==> config.mk <==
export PLATFORM = sky130hd
export DESIGN_NAME = capture_compare_pwm_pair
export DESIGN_NICKNAME = d
export VERILOG_FILES = /design/src/ccpp_pkg.sv /design/src/capture_compare_pwm_pair.sv /design/src/ccpp_unit.sv
export SDC_FILE = /design/constraint.sdc
export NUM_CORES = 1
export LEC_CHECK = 0
export ABC_CLOCK_PERIOD_IN_PS = 2100
export BUFFER_PORTS_ARGS = -buffer_cell sky130_fd_sc_hd__clkbuf_2
export CELL_PAD_IN_SITES_DETAIL_PLACEMENT = 1
export CELL_PAD_IN_SITES_GLOBAL_PLACEMENT = 2
export CORE_MARGIN = 2
export CORE_UTILIZATION = 37
export CTS_BUF_LIST = sky130_fd_sc_hd__clkbuf_8
export CTS_CLUSTER_SIZE = 40
export DETAILED_ROUTE_END_ITERATION = 7
export PLACE_DENSITY_LB_ADDON = 0.1
export SKIP_LAST_GASP = 1
export SYNTH_ARGS = -nofsm -noshare
export SYNTH_HDL_FRONTEND = slang
export SYNTH_SLANG_ARGS = --single-unit
==> constraint.sdc <==
create_clock -name clk_sys -period 2.1 [get_ports clk_sys]
set_clock_uncertainty 0.2 [all_clocks]
set_input_delay 0.105 -clock clk_sys [delete_from_list [all_inputs] [get_ports clk_sys]]
set_output_delay 0.105 -clock clk_sys [all_outputs]
set_load 0.02 [all_outputs]
==> src/ccpp_pkg.sv <==
// shared constants of the capture/compare/pulse-width unit pair
package ccpp_pkg;
    // unit_mode_select codes
    localparam logic [3:0] MODE_OFF = 4'h0;
    localparam logic [3:0] MODE_CMP_TOGGLE = 4'h2;
    localparam logic [3:0] MODE_CAP_FALL = 4'h4;
    localparam logic [3:0] MODE_CAP_RISE = 4'h5;
    localparam logic [3:0] MODE_CAP_RISE4 = 4'h6;
    localparam logic [3:0] MODE_CAP_RISE16 = 4'h7;
    localparam logic [3:0] MODE_CMP_SET = 4'h8;
    localparam logic [3:0] MODE_CMP_TRIGGER = 4'hb;
    localparam logic [3:0] MODE_PWM = 4'hc;
    // prescaler terminal counts for divided capture
    localparam logic [3:0] PRESC_LAST4 = 4'h3;
    localparam logic [3:0] PRESC_LAST16 = 4'hf;
    // register offsets
    localparam logic [2:0] OFS_CTRL_A = 3'h0;
    localparam logic [2:0] OFS_VAL_A_LO = 3'h1;
    localparam logic [2:0] OFS_VAL_A_HI = 3'h2;
    localparam logic [2:0] OFS_CTRL_B = 3'h3;
    localparam logic [2:0] OFS_VAL_B_LO = 3'h4;
    localparam logic [2:0] OFS_VAL_B_HI = 3'h5;
    // control register fields
    localparam int CTRL_MODE_LSB = 0;
    localparam int CTRL_DUTY_LSB = 4;
    // reset values
    localparam logic [5:0] CTRL_RESET = 6'h00;
    localparam logic [15:0] VALUE_RESET = 16'h0000;
endpackage : ccpp_pkg

==> src/capture_compare_pwm_pair.sv <==
// top of the capture/compare/pulse-width unit pair with its registers
`timescale 1ns/1ps
module capture_compare_pwm_pair
    import ccpp_pkg::*;
(
    input wire logic clk_sys,
    input wire logic rst_b,
    input wire logic [2:0] reg_addr,
    input wire logic [7:0] reg_wdata,
    input wire logic reg_wr,
    input wire logic reg_rd,
    output logic [7:0] reg_rdata,
    input wire logic [15:0] first_timebase,
    input wire logic [7:0] period_timebase,
    input wire logic [1:0] period_fine,
    input wire logic period_event,
    output logic first_timebase_clear,
    input wire logic unit_a_pin_in,
    output logic unit_a_pin_out,
    output logic unit_a_pin_oe,
    input wire logic unit_b_pin_in,
    output logic unit_b_pin_out,
    output logic unit_b_pin_oe,
    output logic unit_a_match_flag,
    output logic unit_b_match_flag
);
    logic [5:0] ctrl [2]; // duty_low_bits and unit_mode_select per unit
    logic [15:0] unit_value_register [2]; // compare value, capture, duty
    logic [5:0] next_ctrl [2];
    logic [15:0] next_value [2];
    logic [1:0] cap;
    logic [1:0] hit;
    logic [1:0] pin_in;
    logic [1:0] pin_out;
    logic [1:0] pin_oe;
    logic [7:0] next_rdata;
    assign pin_in = {unit_b_pin_in, unit_a_pin_in};

    // one unit per index; both read the same timebase ports
    for (genvar i = 0; i < 2; i++) begin : g_unit
        logic [2:0] base;
        assign base = (i == 0) ? OFS_CTRL_A : OFS_CTRL_B;
        ccpp_unit u_unit (
            .clk_sys(clk_sys),
            .rst_b(rst_b),
            .mode(ctrl[i][CTRL_MODE_LSB +: 4]),
            .value(unit_value_register[i]),
            .duty_low_bits(ctrl[i][CTRL_DUTY_LSB +: 2]),
            .first_timebase(first_timebase),
            .period_timebase(period_timebase),
            .period_fine(period_fine),
            .period_event(period_event),
            .pin_in(pin_in[i]),
            .pin_out(pin_out[i]),
            .pin_oe(pin_oe[i]),
            .capture_pulse(cap[i]),
            .match_pulse(hit[i])
        );
        // register writes; a capture beats a software write in one cycle
        always_comb begin
            next_ctrl[i] = ctrl[i];
            next_value[i] = unit_value_register[i];
            if (reg_wr && reg_addr == base) begin
                next_ctrl[i] = reg_wdata[5:0];
            end
            if (reg_wr && reg_addr == base + 3'h1) begin
                next_value[i][7:0] = reg_wdata;
            end
            if (reg_wr && reg_addr == base + 3'h2) begin
                next_value[i][15:8] = reg_wdata;
            end
            if (cap[i]) begin
                next_value[i] = first_timebase;
            end
        end
        always_ff @(posedge clk_sys) begin
            if (!rst_b) begin
                ctrl[i] <= CTRL_RESET;
                unit_value_register[i] <= VALUE_RESET;
            end else begin
                ctrl[i] <= next_ctrl[i];
                unit_value_register[i] <= next_value[i];
            end
        end
    end

    assign unit_a_pin_out = pin_out[0];
    assign unit_b_pin_out = pin_out[1];
    assign unit_a_pin_oe = pin_oe[0];
    assign unit_b_pin_oe = pin_oe[1];
    // set pulses for the outside flag register
    assign unit_a_match_flag = hit[0];
    assign unit_b_match_flag = hit[1];

    // in unit_b trigger mode a match of either unit clears the shared first timebase
    logic b_trigger;
    assign b_trigger = (ctrl[1][CTRL_MODE_LSB +: 4] == MODE_CMP_TRIGGER);
    // a pulse-width unit never raises hit, so it cannot clear the timer
    assign first_timebase_clear = b_trigger && (hit[0] || hit[1]);

    // read mux, data stands only in the cycle after the strobe
    always_comb begin
        next_rdata = 8'h00;
        if (reg_rd) begin
            case (reg_addr)
                OFS_CTRL_A: next_rdata = {2'b00, ctrl[0]};
                OFS_VAL_A_LO: next_rdata = unit_value_register[0][7:0];
                OFS_VAL_A_HI: next_rdata = unit_value_register[0][15:8];
                OFS_CTRL_B: next_rdata = {2'b00, ctrl[1]};
                OFS_VAL_B_LO: next_rdata = unit_value_register[1][7:0];
                OFS_VAL_B_HI: next_rdata = unit_value_register[1][15:8];
                default: next_rdata = 8'h00; // unmapped reads zero
            endcase
        end
    end
    always_ff @(posedge clk_sys) begin
        if (!rst_b) begin
            reg_rdata <= 8'h00;
        end else begin
            reg_rdata <= next_rdata;
        end
    end

    // fields seen by the checks below
    logic [3:0] mode_a; // unit_mode_select of unit_a
    logic [3:0] mode_b; // unit_mode_select of unit_b
    logic [9:0] duty_a; // ten-bit duty of unit_a
    logic [9:0] duty_b; // ten-bit duty of unit_b
    assign mode_a = ctrl[0][CTRL_MODE_LSB +: 4];
    assign mode_b = ctrl[1][CTRL_MODE_LSB +: 4];
    assign duty_a = {unit_value_register[0][7:0],
                     ctrl[0][CTRL_DUTY_LSB +: 2]};
    assign duty_b = {unit_value_register[1][7:0],
                     ctrl[1][CTRL_DUTY_LSB +: 2]};

    // a capture strobe lands the running count in the unit's value
    a_capture_value: assert property (
        @(posedge clk_sys) disable iff (!rst_b)
        cap[0] |=> unit_value_register[0] == $past(first_timebase))
        else $error("capture did not record the timebase");
    a_capture_b: assert property (
        @(posedge clk_sys) disable iff (!rst_b)
        cap[1] |=> unit_value_register[1] == $past(first_timebase))
        else $error("unit_b capture did not record the timebase");
    // two captures in one cycle see the very same count
    a_shared_count: assert property (
        @(posedge clk_sys) disable iff (!rst_b)
        cap[0] && cap[1]
        |=> unit_value_register[0] == unit_value_register[1])
        else $error("units captured different counts");
    // a fresh rising edge captures at once in every-edge mode
    a_rise_capture: assert property (
        @(posedge clk_sys) disable iff (!rst_b)
        mode_a == MODE_CAP_RISE && unit_a_pin_in && !$past(unit_a_pin_in)
        |-> cap[0])
        else $error("rising edge missed");

    // the trigger clears the shared count and never drives its pin
    a_trigger_clear: assert property (
        @(posedge clk_sys) disable iff (!rst_b)
        b_trigger && hit[1] |-> first_timebase_clear)
        else $error("trigger match did not clear timebase");
    a_a_clears: assert property (
        @(posedge clk_sys) disable iff (!rst_b)
        b_trigger && hit[0] |-> first_timebase_clear)
        else $error("unit_a match did not clear timebase");
    a_trigger_pin: assert property (
        @(posedge clk_sys) disable iff (!rst_b)
        b_trigger |-> !unit_b_pin_oe)
        else $error("trigger mode drove the unit_b pin");
    a_no_clear: assert property (
        @(posedge clk_sys) disable iff (!rst_b)
        !b_trigger |-> !first_timebase_clear)
        else $error("timebase cleared without trigger");
    // a pulse-width unit neither matches nor captures
    a_pwm_quiet: assert property (
        @(posedge clk_sys) disable iff (!rst_b)
        mode_a[3:2] == 2'b11 |-> !hit[0] && !cap[0])
        else $error("pulse-width unit_a raised a match or capture");
    a_pwm_quiet_b: assert property (
        @(posedge clk_sys) disable iff (!rst_b)
        mode_b[3:2] == 2'b11 |-> !hit[1] && !cap[1])
        else $error("pulse-width unit_b raised a match or capture");
    // a unit switched off drives nothing and flags nothing
    a_off_quiet: assert property (
        @(posedge clk_sys) disable iff (!rst_b)
        mode_a == MODE_OFF
        |-> !unit_a_pin_oe && !unit_a_match_flag && !cap[0])
        else $error("unit_a active while switched off");
    // one period event starts the high phase of both pulse units
    a_pwm_together: assert property (
        @(posedge clk_sys) disable iff (!rst_b)
        mode_a[3:2] == 2'b11 && mode_b[3:2] == 2'b11 && period_event
        && duty_a != 10'h000 && duty_b != 10'h000
        |=> pin_out[0] && pin_out[1])
        else $error("pulse units did not start together");
    a_edges_aligned: assert property (
        @(posedge clk_sys) disable iff (!rst_b)
        mode_a[3:2] == 2'b11 && mode_b[3:2] == 2'b11 && $stable(ctrl[0])
        && $stable(ctrl[1]) |-> $rose(pin_out[0]) == $rose(pin_out[1])
        || !$past(period_event))
        else $error("pulse rising edges not aligned");
    // control readback carries the duty low bits beside the mode
    a_read_ctrl: assert property (
        @(posedge clk_sys) disable iff (!rst_b)
        $past(reg_rd) && $past(reg_addr) == OFS_CTRL_A
        |-> reg_rdata == {2'b00, $past(ctrl[0])})
        else $error("control readback lost a field");
    // a write to the low value byte leaves the high byte alone
    a_write_low: assert property (
        @(posedge clk_sys) disable iff (!rst_b)
        reg_wr && reg_addr == OFS_VAL_A_LO && !cap[0]
        |=> unit_value_register[0][7:0] == $past(reg_wdata)
        && unit_value_register[0][15:8]
        == $past(unit_value_register[0][15:8]))
        else $error("low byte write disturbed the value");

    // main scenarios worth seeing once
    c_capture_a: cover property (@(posedge clk_sys) disable iff (!rst_b)
        cap[0]);
    c_compare_a: cover property (@(posedge clk_sys) disable iff (!rst_b)
        hit[0] && !b_trigger);
    c_trigger: cover property (@(posedge clk_sys) disable iff (!rst_b)
        first_timebase_clear);
    c_both_pwm: cover property (@(posedge clk_sys) disable iff (!rst_b)
        $rose(pin_out[0]) && $rose(pin_out[1]));
endmodule : capture_compare_pwm_pair

==> src/ccpp_unit.sv <==
// one capture/compare/pulse-width unit
`timescale 1ns/1ps
module ccpp_unit
    import ccpp_pkg::*;
(
    input wire logic clk_sys,
    input wire logic rst_b,
    input wire logic [3:0] mode,
    input wire logic [15:0] value,
    input wire logic [1:0] duty_low_bits,
    input wire logic [15:0] first_timebase,
    input wire logic [7:0] period_timebase,
    input wire logic [1:0] period_fine,
    input wire logic period_event,
    input wire logic pin_in,
    output logic pin_out,
    output logic pin_oe,
    output logic capture_pulse,
    output logic match_pulse
);
    // mode decode
    logic is_cap;
    logic is_cmp;
    logic is_pwm;
    assign is_cap = (mode[3:2] == 2'b01);
    assign is_cmp = (mode == MODE_CMP_TOGGLE) || (mode == MODE_CMP_SET) ||
                    (mode == MODE_CMP_TRIGGER);
    assign is_pwm = (mode[3:2] == 2'b11);

    logic pin_prev; // last pin level, for edge detection
    logic [3:0] presc; // rising-edge prescaler
    logic cmp_prev; // equality seen last cycle
    logic [9:0] duty_lat; // duty latched at period start
    logic next_pin_prev;
    logic [3:0] next_presc;
    logic next_cmp_prev;
    logic [9:0] next_duty_lat;
    logic next_pin_out;

    logic rise;
    logic fall;
    logic cmp_eq;
    logic [9:0] duty;
    assign rise = pin_in && !pin_prev;
    assign fall = !pin_in && pin_prev;
    assign cmp_eq = (first_timebase == value);
    assign duty = {value[7:0], duty_low_bits};

    // event decode: capture counts on the first timebase
    always_comb begin
        capture_pulse = 1'b0;
        case (mode)
            MODE_CAP_FALL: capture_pulse = fall;
            MODE_CAP_RISE: capture_pulse = rise;
            MODE_CAP_RISE4: capture_pulse = rise && (presc == PRESC_LAST4);
            MODE_CAP_RISE16: capture_pulse = rise && (presc == PRESC_LAST16);
            default: capture_pulse = 1'b0;
        endcase
        // only the first cycle of equality counts, a stalled timer fires once
        match_pulse = is_cmp && cmp_eq && !cmp_prev;
    end

    // next state of the unit
    always_comb begin
        next_pin_prev = pin_in;
        next_presc = presc;
        next_cmp_prev = cmp_eq;
        next_duty_lat = duty_lat;
        next_pin_out = pin_out;
        if (mode == MODE_OFF) begin
            // off clears all internal state except pin_prev, which keeps following the pin
            next_presc = 4'h0;
            next_cmp_prev = 1'b0;
            next_duty_lat = 10'h000;
            next_pin_out = 1'b0;
        end else if (is_cap) begin
            if (rise && (mode == MODE_CAP_RISE4 || mode == MODE_CAP_RISE16))
            begin
                next_presc = capture_pulse ? 4'h0 : presc + 4'h1;
            end
        end else if (is_cmp) begin
            if (match_pulse && mode == MODE_CMP_TOGGLE) begin
                next_pin_out = !pin_out;
            end else if (match_pulse && mode == MODE_CMP_SET) begin
                next_pin_out = 1'b1;
            end
        end else if (is_pwm) begin
            // every unit sees the same period event, so edges line up
            if (period_event) begin
                next_duty_lat = duty;
                next_pin_out = (duty != 10'h000);
            end else if (pin_out &&
                         {period_timebase, period_fine} == duty_lat) begin
                next_pin_out = 1'b0;
            end
        end
    end

    // state registers
    always_ff @(posedge clk_sys) begin
        if (!rst_b) begin
            pin_prev <= 1'b0;
            presc <= 4'h0;
            cmp_prev <= 1'b0;
            duty_lat <= 10'h000;
            pin_out <= 1'b0;
        end else begin
            pin_prev <= next_pin_prev;
            presc <= next_presc;
            cmp_prev <= next_cmp_prev;
            duty_lat <= next_duty_lat;
            pin_out <= next_pin_out;
        end
    end

    // the pin is driven in pulse-width mode and in the compare modes other than trigger
    assign pin_oe = (is_cmp && mode != MODE_CMP_TRIGGER) || is_pwm;

    a_off_clears: assert property (
        @(posedge clk_sys) disable iff (!rst_b)
        mode == MODE_OFF |=> !pin_out && presc == 4'h0)
        else $error("unit state not cleared while off");
    a_pwm_start: assert property (
        @(posedge clk_sys) disable iff (!rst_b)
        is_pwm && period_event && duty != 10'h000 |=> pin_out)
        else $error("pulse did not start at period event");
    a_set_match: assert property (
        @(posedge clk_sys) disable iff (!rst_b)
        mode == MODE_CMP_SET && match_pulse |=> pin_out)
        else $error("set-on-match did not raise the pin");
    a_toggle_match: assert property (
        @(posedge clk_sys) disable iff (!rst_b)
        mode == MODE_CMP_TOGGLE && match_pulse && $stable(mode)
        |=> pin_out != $past(pin_out))
        else $error("toggle-on-match did not toggle");
    a_fall_capture: assert property (
        @(posedge clk_sys) disable iff (!rst_b)
        mode == MODE_CAP_FALL && pin_prev && !pin_in |-> capture_pulse)
        else $error("falling edge missed");
    c_pwm_pulse: cover property (@(posedge clk_sys) disable iff (!rst_b)
        is_pwm && pin_out ##1 !pin_out);
endmodule : ccpp_unit

# After elaboration in Yosys (flattened, before gate mapping)
# Memories as Yosys holds them, arrays and structs flattened.
# Cells that the tools add are included.
dict set report classes {
  addsub 2
  n_eq_ne 35
  mux 31
  bitwise_logic 9
  reduce_logical 64
}
# operator count
set ops {}
lappend ops {{16-bit two-way mux} 4}
lappend ops {{8-bit case mux with 6 select lines} 1}
lappend ops {{16-bit == test} 2}
lappend ops {{4-bit by 3-bit == test with 1-bit output (second input constant)} 8}
lappend ops {{8-bit two-way mux} 4}
lappend ops {{1-bit logical AND} 29}
lappend ops {{4-bit == test (second input constant)} 6}
lappend ops {{6-bit two-way mux} 4}
lappend ops {{10-bit == test} 2}
lappend ops {{10-bit nonzero test} 2}
lappend ops {{4-bit by 2-bit == test with 1-bit output (second input constant)} 4}
lappend ops {{4-bit AND reduction} 4}
lappend ops {{1-bit two-way mux} 14}
lappend ops {{1-bit logical OR} 9}
lappend ops {{4-bit by 1-bit adder with 4-bit output (second input constant)} 2}
lappend ops {{1-bit logical NOT} 8}
lappend ops {{4-bit logical NOT} 2}
lappend ops {{4-bit two-way mux} 2}
lappend ops {{4-bit inequality test (second input constant)} 2}
lappend ops {{1-bit case mux with 4 select lines} 2}
lappend ops {{3-bit by 2-bit == test with 1-bit output (second input constant)} 2}
lappend ops {{3-bit == test (second input constant)} 2}
lappend ops {{3-bit inequality test (second input constant)} 2}
lappend ops {{2-bit AND reduction} 3}
lappend ops {{9 further kinds} 21}
dict set report word_totals {
  register_bits 42
  ramBits 44
  in_bits 44
  out_inout_bits 15
  memories 2
}
# name words word_bits rd rd_clocked_by_memory_dff write_ports line_no
set mem_list {}
lappend mem_list {unit_value_register 2 16 2 0 2 capture_compare_pwm_pair.sv:28} ;# logic [15:0] unit_value_register [2];
lappend mem_list {ctrl 2 6 2 0 2 capture_compare_pwm_pair.sv:27} ;# logic [5:0] ctrl [2];

# Longest topological paths before layout
# Gate-level depths: netlist of run 1.
# An unclocked memory read counts as a cell.
dict set report logic_depth {
  depth_word 10
  ltp_mapped 8
  mapped_depth_nobuf 6
}

# By module
# A second synthesis of run 1 with hierarchy kept.
dict set report unflattened {
  hier_cells 550
  hier_area_um2 4908.5
}
# mod instances cells_per_inst area_per_inst_um2 seq_area_each_um2
set by_module_without_submodules {}
lappend by_module_without_submodules {capture_compare_pwm_pair 1 266 2648.8 1041.0}
lappend by_module_without_submodules {ccpp_unit 2 142 1129.8 340.3}

# Worst setup path before layout of run 1
# No wires, ideal clock.
dict set report synth_path {
  path_kind {register to output}
  start {memory unit_value_register[0][5]}
  end {output port first_timebase_clear}
  arrival_time_ns 1.663
  required_time_ns 1.795
  setup_slack_ns 0.132
  stages_incl_launch_ff 6
  path_cell_list {dfxtp_1 xor2_1 nor4_2 nand4_1 or3_4 a21oi_1}
}
# element line_no
set synth_lines {}
lappend synth_lines {{start, declared} capture_compare_pwm_pair.sv:28}
lappend synth_lines {{end, declared} capture_compare_pwm_pair.sv:17} ;# output logic first_timebase_clear,

==> results of run 1 <==
-- area by class of cell --
class | count | area share [%]
multi-input combinational | 410 | 46.8
sequential | 86 | 27.3
timing repair buffer | 158 | 18.5
tap | 172 | 3.40
clock buffer | 10 | 2.17
clock inverter | 6 | 1.48
inverter | 7 | 0.415
-- final timing paths --
| kind | start | endpoint | slack [ps] | cells past startpoint |
|---|---|---|---|---|
| max reg2reg | unit_value_register[0][11] | g_unit[0].u_unit.pin_out | -140 | 8 |
| min reg2reg | g_unit[0].u_unit.duty_lat[8] | g_unit[0].u_unit.duty_lat[8] | 270 | 2 |
| min | period_event | g_unit[1].u_unit.pin_out | -0.1 | 5 |
| max | unit_value_register[1][8] | first_timebase_clear | -470 | 6 |
-- metrics by stage --
step	total power (uW)	hold slack (ps)	setup TNS (ps)
floorplan	1940	26.7	0
global placement	2140	136	-67.6
detailed placement	2140	144	-163
CTS	3580	1.88	-1270
global route	3700	7.99	-1620
finish	3560	-0.0969	-1380
-- power breakdown --
| part | internal (uW) | leakage, uW | switching (uW) | total, uW |
|---|---|---|---|---|
| Combinational | 224 | 0.00221 | 257 | 481 |
| Clock | 711 | 0.000113 | 688 | 1400 |
| Sequential | 1650 | 0.000698 | 21.5 | 1680 |
| Total | 2590 | 0.00303 | 966 | 3560 |
-- cells in the final DEF (no fill, tap or decap), drive strengths merged, types with 3 or more instances in the layout --
master / count
buf: 72
a21oi: 31
nand3: 11
nor3: 3
nand4: 9
nand4b: 4
nand2b: 4
dlygate4sd3: 29
dfxtp: 86
a31oi: 3
clkbuf: 67
inv: 8
xor2: 37
nor4: 8
o21ai: 6
and2: 3
nor3b: 3
mux2i: 59
nand2: 82
a22oi: 4
o211a: 32
nor2b: 18
xnor2: 21
mux2: 3
a211oi: 7
o41ai: 4
nor2: 33
or4: 4
-- state kept, by name, summed over array words and instances, names as in the netlist --
name                    flops
reg_rdata                   8
g_unit.u_unit.cmp_prev      2
g_unit.u_unit.duty_lat     20
g_unit.u_unit.pin_out       2
g_unit.u_unit.presc         8
unit_value_register        32
g_unit.u_unit.pin_prev      2
ctrl                       12
-- worst min-delay path, stage by stage --
cell	delay, ps
clkbuf_2	150
o41ai_2	80
a21oi_1	70
o21ai_1	70
mux2i_1	60
-- synthesized netlist by cell type (3+ instances only) --
| cell | instances |
|---|---|
| dfxtp_1 | 86 |
| xnor2_1 | 21 |
| mux2_2 | 3 |
| nand2b_1 | 4 |
| nand3_1 | 11 |
| a31oi_1 | 3 |
| a21oi_1 | 31 |
| buf_2 | 22 |
| nor2b_1 | 18 |
| and2_1 | 3 |
| xor2_1 | 35 |
| nand2_1 | 82 |
| or4_1 | 4 |
| nor3b_1 | 3 |
| a22oi_1 | 4 |
| inv_1 | 7 |
| o41ai_1 | 3 |
| o21ai_1 | 4 |
| mux2i_1 | 59 |
| nand4b_1 | 4 |
| clkbuf_1 | 7 |
| o211a_1 | 32 |
| a211oi_1 | 7 |
| nor4_2 | 7 |
| nor2_1 | 33 |
| nand4_1 | 9 |
-- per-layer routing --
metal,vias up,wire (um),part of all wire [%],GRT usage (%)
li1,2165,-,-,-
met1,2183,7740,48,32.2
met2,64,7770,48,40.0
met3,14,446,2.8,2.70
met4,0,198,1.2,6.78
met5,-,0,0,0
-- cell families after synthesis --
| kind of cell | after synthesis | share of synthesized area, % |
|---|---|---|
| adders and majority gates | 2 | 0.519 |
| buffers and inverters | 39 | 3.76 |
| AOI/OAI and AO/OA | 97 | 15.2 |
| DFF | 86 | 35.7 |
| and+or+nand+nor | 189 | 20.0 |
| muxes | 64 | 14.0 |
| xor gates and xnor gates | 58 | 10.8 |
-- what timing repair did --
action                                  4_1_cts  5_1_grt
pin swaps                                     3       12
gates resized for setup                       9       14
buffers inserted                              0        1
hold buffers                                 29        0
endpoints found under the setup margin        4        5
endpoints found under the hold margin        48        0
==> impl_metrics.tcl, run 1 <==
set metrics [dict create \
    fin_crit_sh_pct 122 \
    syn_area_per_cell_um2 9.01 \
    hp-class "primary input to flop" \
    synth_area_um2 4820 \
    clockBufferDepth 2 \
    synth_enable_flop_cells 0 \
    gr-total-overflow 0 \
    seq_area_um2 1730 \
    ys_ff_latch 86 \
    postSynth.asyncResetShare_pct 0 \
    start_kind "flop" \
    netlist.area_leader.share_pct 35.7 \
    maxSlewHeadroom_pct 56.7 \
    crit_chain "xor2_1, nor4_2, nand4_1, or3_4, a21oi_2, clkbuf_8" \
    antenna_cells 0 \
    max_freq_mhz 389 \
    clock-sinks 86 \
    num_vias 4426 \
    grtUsageTotal_pct 23.8 \
    drv_slew 0 \
    cts_tree "built" \
    clock_latency_ps 380 \
    crit_fanout 3 \
    drt_pre_antenna_iters 4 \
    finalHoldViolations 1 \
    critPathMaxStageDelay_ps 460 \
    worstPathArrival_ps 2270 \
    grt_max_degree 38 \
    synth-seq-area-share_pct 35.7 \
    synth_nets 581 \
    nNetsFinal 718 \
    netlist_instances 535 \
    critPathKind "flop to output port" \
    finalSetupViolCount 4 \
    die-area_um2 14000 \
    grt_pass1_vias 4656 \
    cp-end-kind "output port" \
    crit_slowest_cell "or3_4" \
    worstMarginPinSlew_ps 642 \
    n_fill_cell 1528 \
    ios 59 \
    postPlaceCellArea_um2 5730 \
    drc_errors 0 \
    ys.flop_type "dfxtp_1" \
    start_util_pct 38.0 \
    dp_slack_ps -78.0 \
    wl_per_cell_um 19.0 \
    design_area_um2 6340 \
    crit_family "simple AND/OR/NAND/NOR gates" \
    port-buffer-count 58 \
    utilization_pct 50.0 \
    status "finished with violations" \
    clkTransAtPathRegs_ps 90 \
    whs_ps -0.0969 \
    htreeDepth 3 \
    synth_cell_types 51 \
    coreArea_um2 12700 \
    routed_wl_um 16200 \
    final_cells 849 \
    dp_hpwl_um 12000 \
    cts_buffers 9 \
    irDropWorstVdd_v 0.000290 \
    antenna_found_initial 0 \
    drtAntennaViolNets 0 \
    post-route-min-period_ps 2570 \
    violations "negative hold slack, negative setup slack" \
    multi_input_area_um2 2960 \
    num_rows 41 \
    gp_congestion 0.840 \
    rsz0062_at_grt "yes" \
    p_per_area_nw_per_um2 561 \
    post-place-cells 803 \
    cts-root-buf "clkbuf_8" \
    avgViaCountPerCell 5.21 \
    leakagePower_uw 0.00303 \
    grt_pass1_wl_um 25800 \
    die_x_um 118 \
    area_delta_synth_final_pct 31.5 \
    timing.final.ws_setup_ps -471 \
    worstPathRequired_ps 1790 \
    maxCapViolCount 0 \
    layout-drive-gt1-share_pct 26.4 \
    path_buf_inv 1 \
    synth_area_leaders "dfxtp_1, mux2i_1, o211a_1" \
    yosys_warnings 0 \
    die_y_um 118 \
    drtIter0Drc 203 \
    yosys.area.top_type "dfxtp_1" \
]
No activity file was read; power rests on OpenSTA's default activity.
==> inputs of run 2 (changes only) <==
--- a/config.mk
+++ b/config.mk
@@ -5,16 +5,13 @@
 export SDC_FILE = /design/constraint.sdc
 export NUM_CORES = 1
 export LEC_CHECK = 0
-export ABC_CLOCK_PERIOD_IN_PS = 2100
 export BUFFER_PORTS_ARGS = -buffer_cell sky130_fd_sc_hd__clkbuf_2
-export CELL_PAD_IN_SITES_DETAIL_PLACEMENT = 1
-export CELL_PAD_IN_SITES_GLOBAL_PLACEMENT = 2
 export CORE_MARGIN = 2
-export CORE_UTILIZATION = 37
+export CORE_UTILIZATION = 60
 export CTS_BUF_LIST = sky130_fd_sc_hd__clkbuf_8
 export CTS_CLUSTER_SIZE = 40
 export DETAILED_ROUTE_END_ITERATION = 7
-export PLACE_DENSITY_LB_ADDON = 0.1
+export PLACE_DENSITY = 0.82
 export SKIP_LAST_GASP = 1
 export SYNTH_ARGS = -nofsm -noshare
 export SYNTH_HDL_FRONTEND = slang
==> run 2 against run 1 <==
The run ends with negative setup slack left. Die area is 37% lower. Core utilization is 28 points higher. Combinational power is 4% lower. Register-to-register slack better by 110 ps. Critical path depth stayed put. First-iteration DRC count is 93% higher. Fmax is 1.8% higher.
==> impl_metrics.tcl, run 2 (same netlist as run 1, synthesis figures left out) <==
set metrics [dict create \
    clock_latency_ps 360 \
    clkTransAtPathRegs_ps 90 \
    gp_congestion 0.908 \
    htreeDepth 3 \
    p_sw_share_pct 28.0 \
    timing.final.ws_setup_ps -426 \
    worstMarginPinSlew_ps 725 \
    final_cell_mix "nand2_1, dfxtp_1, mux2i_1" \
    irDropWorstVdd_v 0.000378 \
    whs_path_depth 3 \
    layout-drive-gt1-share_pct 24.0 \
    die_y_um 93.6 \
    leakagePower_uw 0.00290 \
    gr-total-overflow 0 \
    antenna_cells 0 \
    crit_chain "xor2_2, nor4_2, nand4_1, or3_4, a21oi_2, buf_6" \
    drv_slew 0 \
    hp-class "primary input to flop" \
    rsz0062_at_grt "yes" \
    power_frac_seq_pct 49.7 \
    die-area_um2 8770 \
    fin_crit_sh_pct 120 \
    num_vias 4579 \
    status "finished with violations" \
    p_int_uw 2440 \
    violations "negative setup slack" \
    grtUsageTotal_pct 33.5 \
    nNetsFinal 696 \
    min_from "reg_rd" \
    design_area_um2 6070 \
    dp_hpwl_um 9810 \
    drtAntennaViolNets 0 \
    grt_pass1_wl_um 22700 \
    area_delta_synth_final_pct 26.0 \
    coreArea_um2 7770 \
    min_to "reg_rdata[6]" \
    worstPathArrival_ps 2220 \
    r2r_end "g_unit[1].u_unit.pin_out" \
    clkPwrFrac_pct 36.7 \
    worstReg2RegStart "g_unit[1].u_unit.duty_lat[1]" \
    r2r_slack_ps -30 \
    antenna_found_initial 0 \
    clock-sinks 86 \
    reg2regPathDepth 5 \
    port-buffer-count 58 \
    drt_pre_antenna_iters 5 \
    power_uw 3380 \
    cts_tree "built" \
    postPlaceCellArea_um2 5470 \
    die_x_um 93.6 \
    grt_max_degree 40 \
    critPathKind "flop to output port" \
    grt_pass1_vias 4537 \
    worstPathRequired_ps 1790 \
    crit_slowest_cell "or3_4" \
    drc_errors 0 \
    cp-end-kind "output port" \
    max_freq_mhz 396 \
    critPathMaxStageDelay_ps 460 \
    ios 59 \
    avgViaCountPerCell 6.05 \
    crit_fanout 3 \
    whs_ps 19.2 \
    cts_buffers 9 \
    p_comb_share_pct 13.7 \
    drtIter0Drc 392 \
    maxSlewHeadroom_pct 51.0 \
    finalHoldViolations 0 \
    final_common_cell "nand2_1" \
    wl_per_cell_um 18.8 \
    setup_tns_ps -1090 \
    post-route-min-period_ps 2530 \
    num_rows 32 \
    start_kind "flop" \
    clockBufferDepth 2 \
    cts-root-buf "clkbuf_8" \
    p_per_area_nw_per_um2 557 \
    regMostFlops "unit_value_register" \
    routed_wl_um 14200 \
    largest_reg_flops 32 \
    start_util_pct 62.1 \
    maxCapViolCount 0 \
    largestRegisters "unit_value_register (32), g_unit.u_unit.duty_lat (20), ctrl (12)" \
    power_switching_uw 945 \
    finalSetupViolCount 4 \
]
==> run 2: cell count changes in the layout (fill, tap and decap cells not counted), sizes merged <==
cell         previous run  this run
buf                    72        49
inv                     8        11
clkinv                  2         1
bufinv                  2         1
dlygate4sd3            29        30
clkbuf                 67        66
==> run 2: power by group through the flow <==
stage               combinational [uW]  clock [uW]  sequential, uW
floorplan                          228           0            1710
global placement                   382           0            1710
detailed placement                 393           0            1720
CTS                                443        1240            1680
global route                       490        1300            1680
finish                             462        1240            1680
==> run 2: metal layers <==
layer	part of all wire [%]	vias up	track usage, %	wire length, um
li1	-	2112	-	-
met1	40	2181	41.9	5650
met2	49	237	56.1	6910
met3	8.0	49	5.64	1140
met4	3.6	0	16.2	505
met5	0	-	0	0
==> run 2: cell type report <==
type	count	area (um2)
Timing Repair Buffer	136	1000
Clock buffer	9	124
Sequential cell	86	1730
Fill cell	512	1700
Multi-Input combinational cell	410	2980
Clock inverter	7	80.1
Tap cell	102	128
Inverter	7	26.3
==> run 2: repair_timing <==
action,CTS,global route
gates resized for setup,8,16
endpoints found under the setup margin,4,26
hold endpoints to repair,50,0
hold buffers,30,0
pin swaps,5,9
buffers inserted,4,1
==> run 2: per-stage QoR <==
stage / util, % / instances / setup slack (ps)
2_1_floorplan: - / 535 / 132
3_5_place_dp: 70.5 / 710 / -34.2
6_report: 78.2 / 757 / -426
4_1_cts: 77.7 / 760 / -357
3_3_place_gp: 70.5 / 710 / -29.7
5_1_grt: 78.2 / 757 / -488
==> run 2: worst max path at each step <==
stage	startpoint	end	slack, ps	cells past startpoint
floorplan	unit_value_register[0][5]	first_timebase_clear	130	5
global placement	unit_value_register[1][8]	first_timebase_clear	-30	6
detailed placement	unit_value_register[0][5]	g_unit[0].u_unit.pin_out	-30	7
CTS	unit_value_register[1][5]	first_timebase_clear	-360	6
global route	unit_value_register[1][1]	first_timebase_clear	-490	6
finish	unit_value_register[1][1]	first_timebase_clear	-430	6
==> run 2: critical path, delay by kind of cell (launching register included) <==
| kind | cells | cell delay [ps] |
|---|---|---|
| compound gates | 1 | 170 |
| xor+xnor | 1 | 150 |
| simple gates | 3 | 1040 |
| buf+inv | 1 | 140 |
| flops | 1 | 350 |
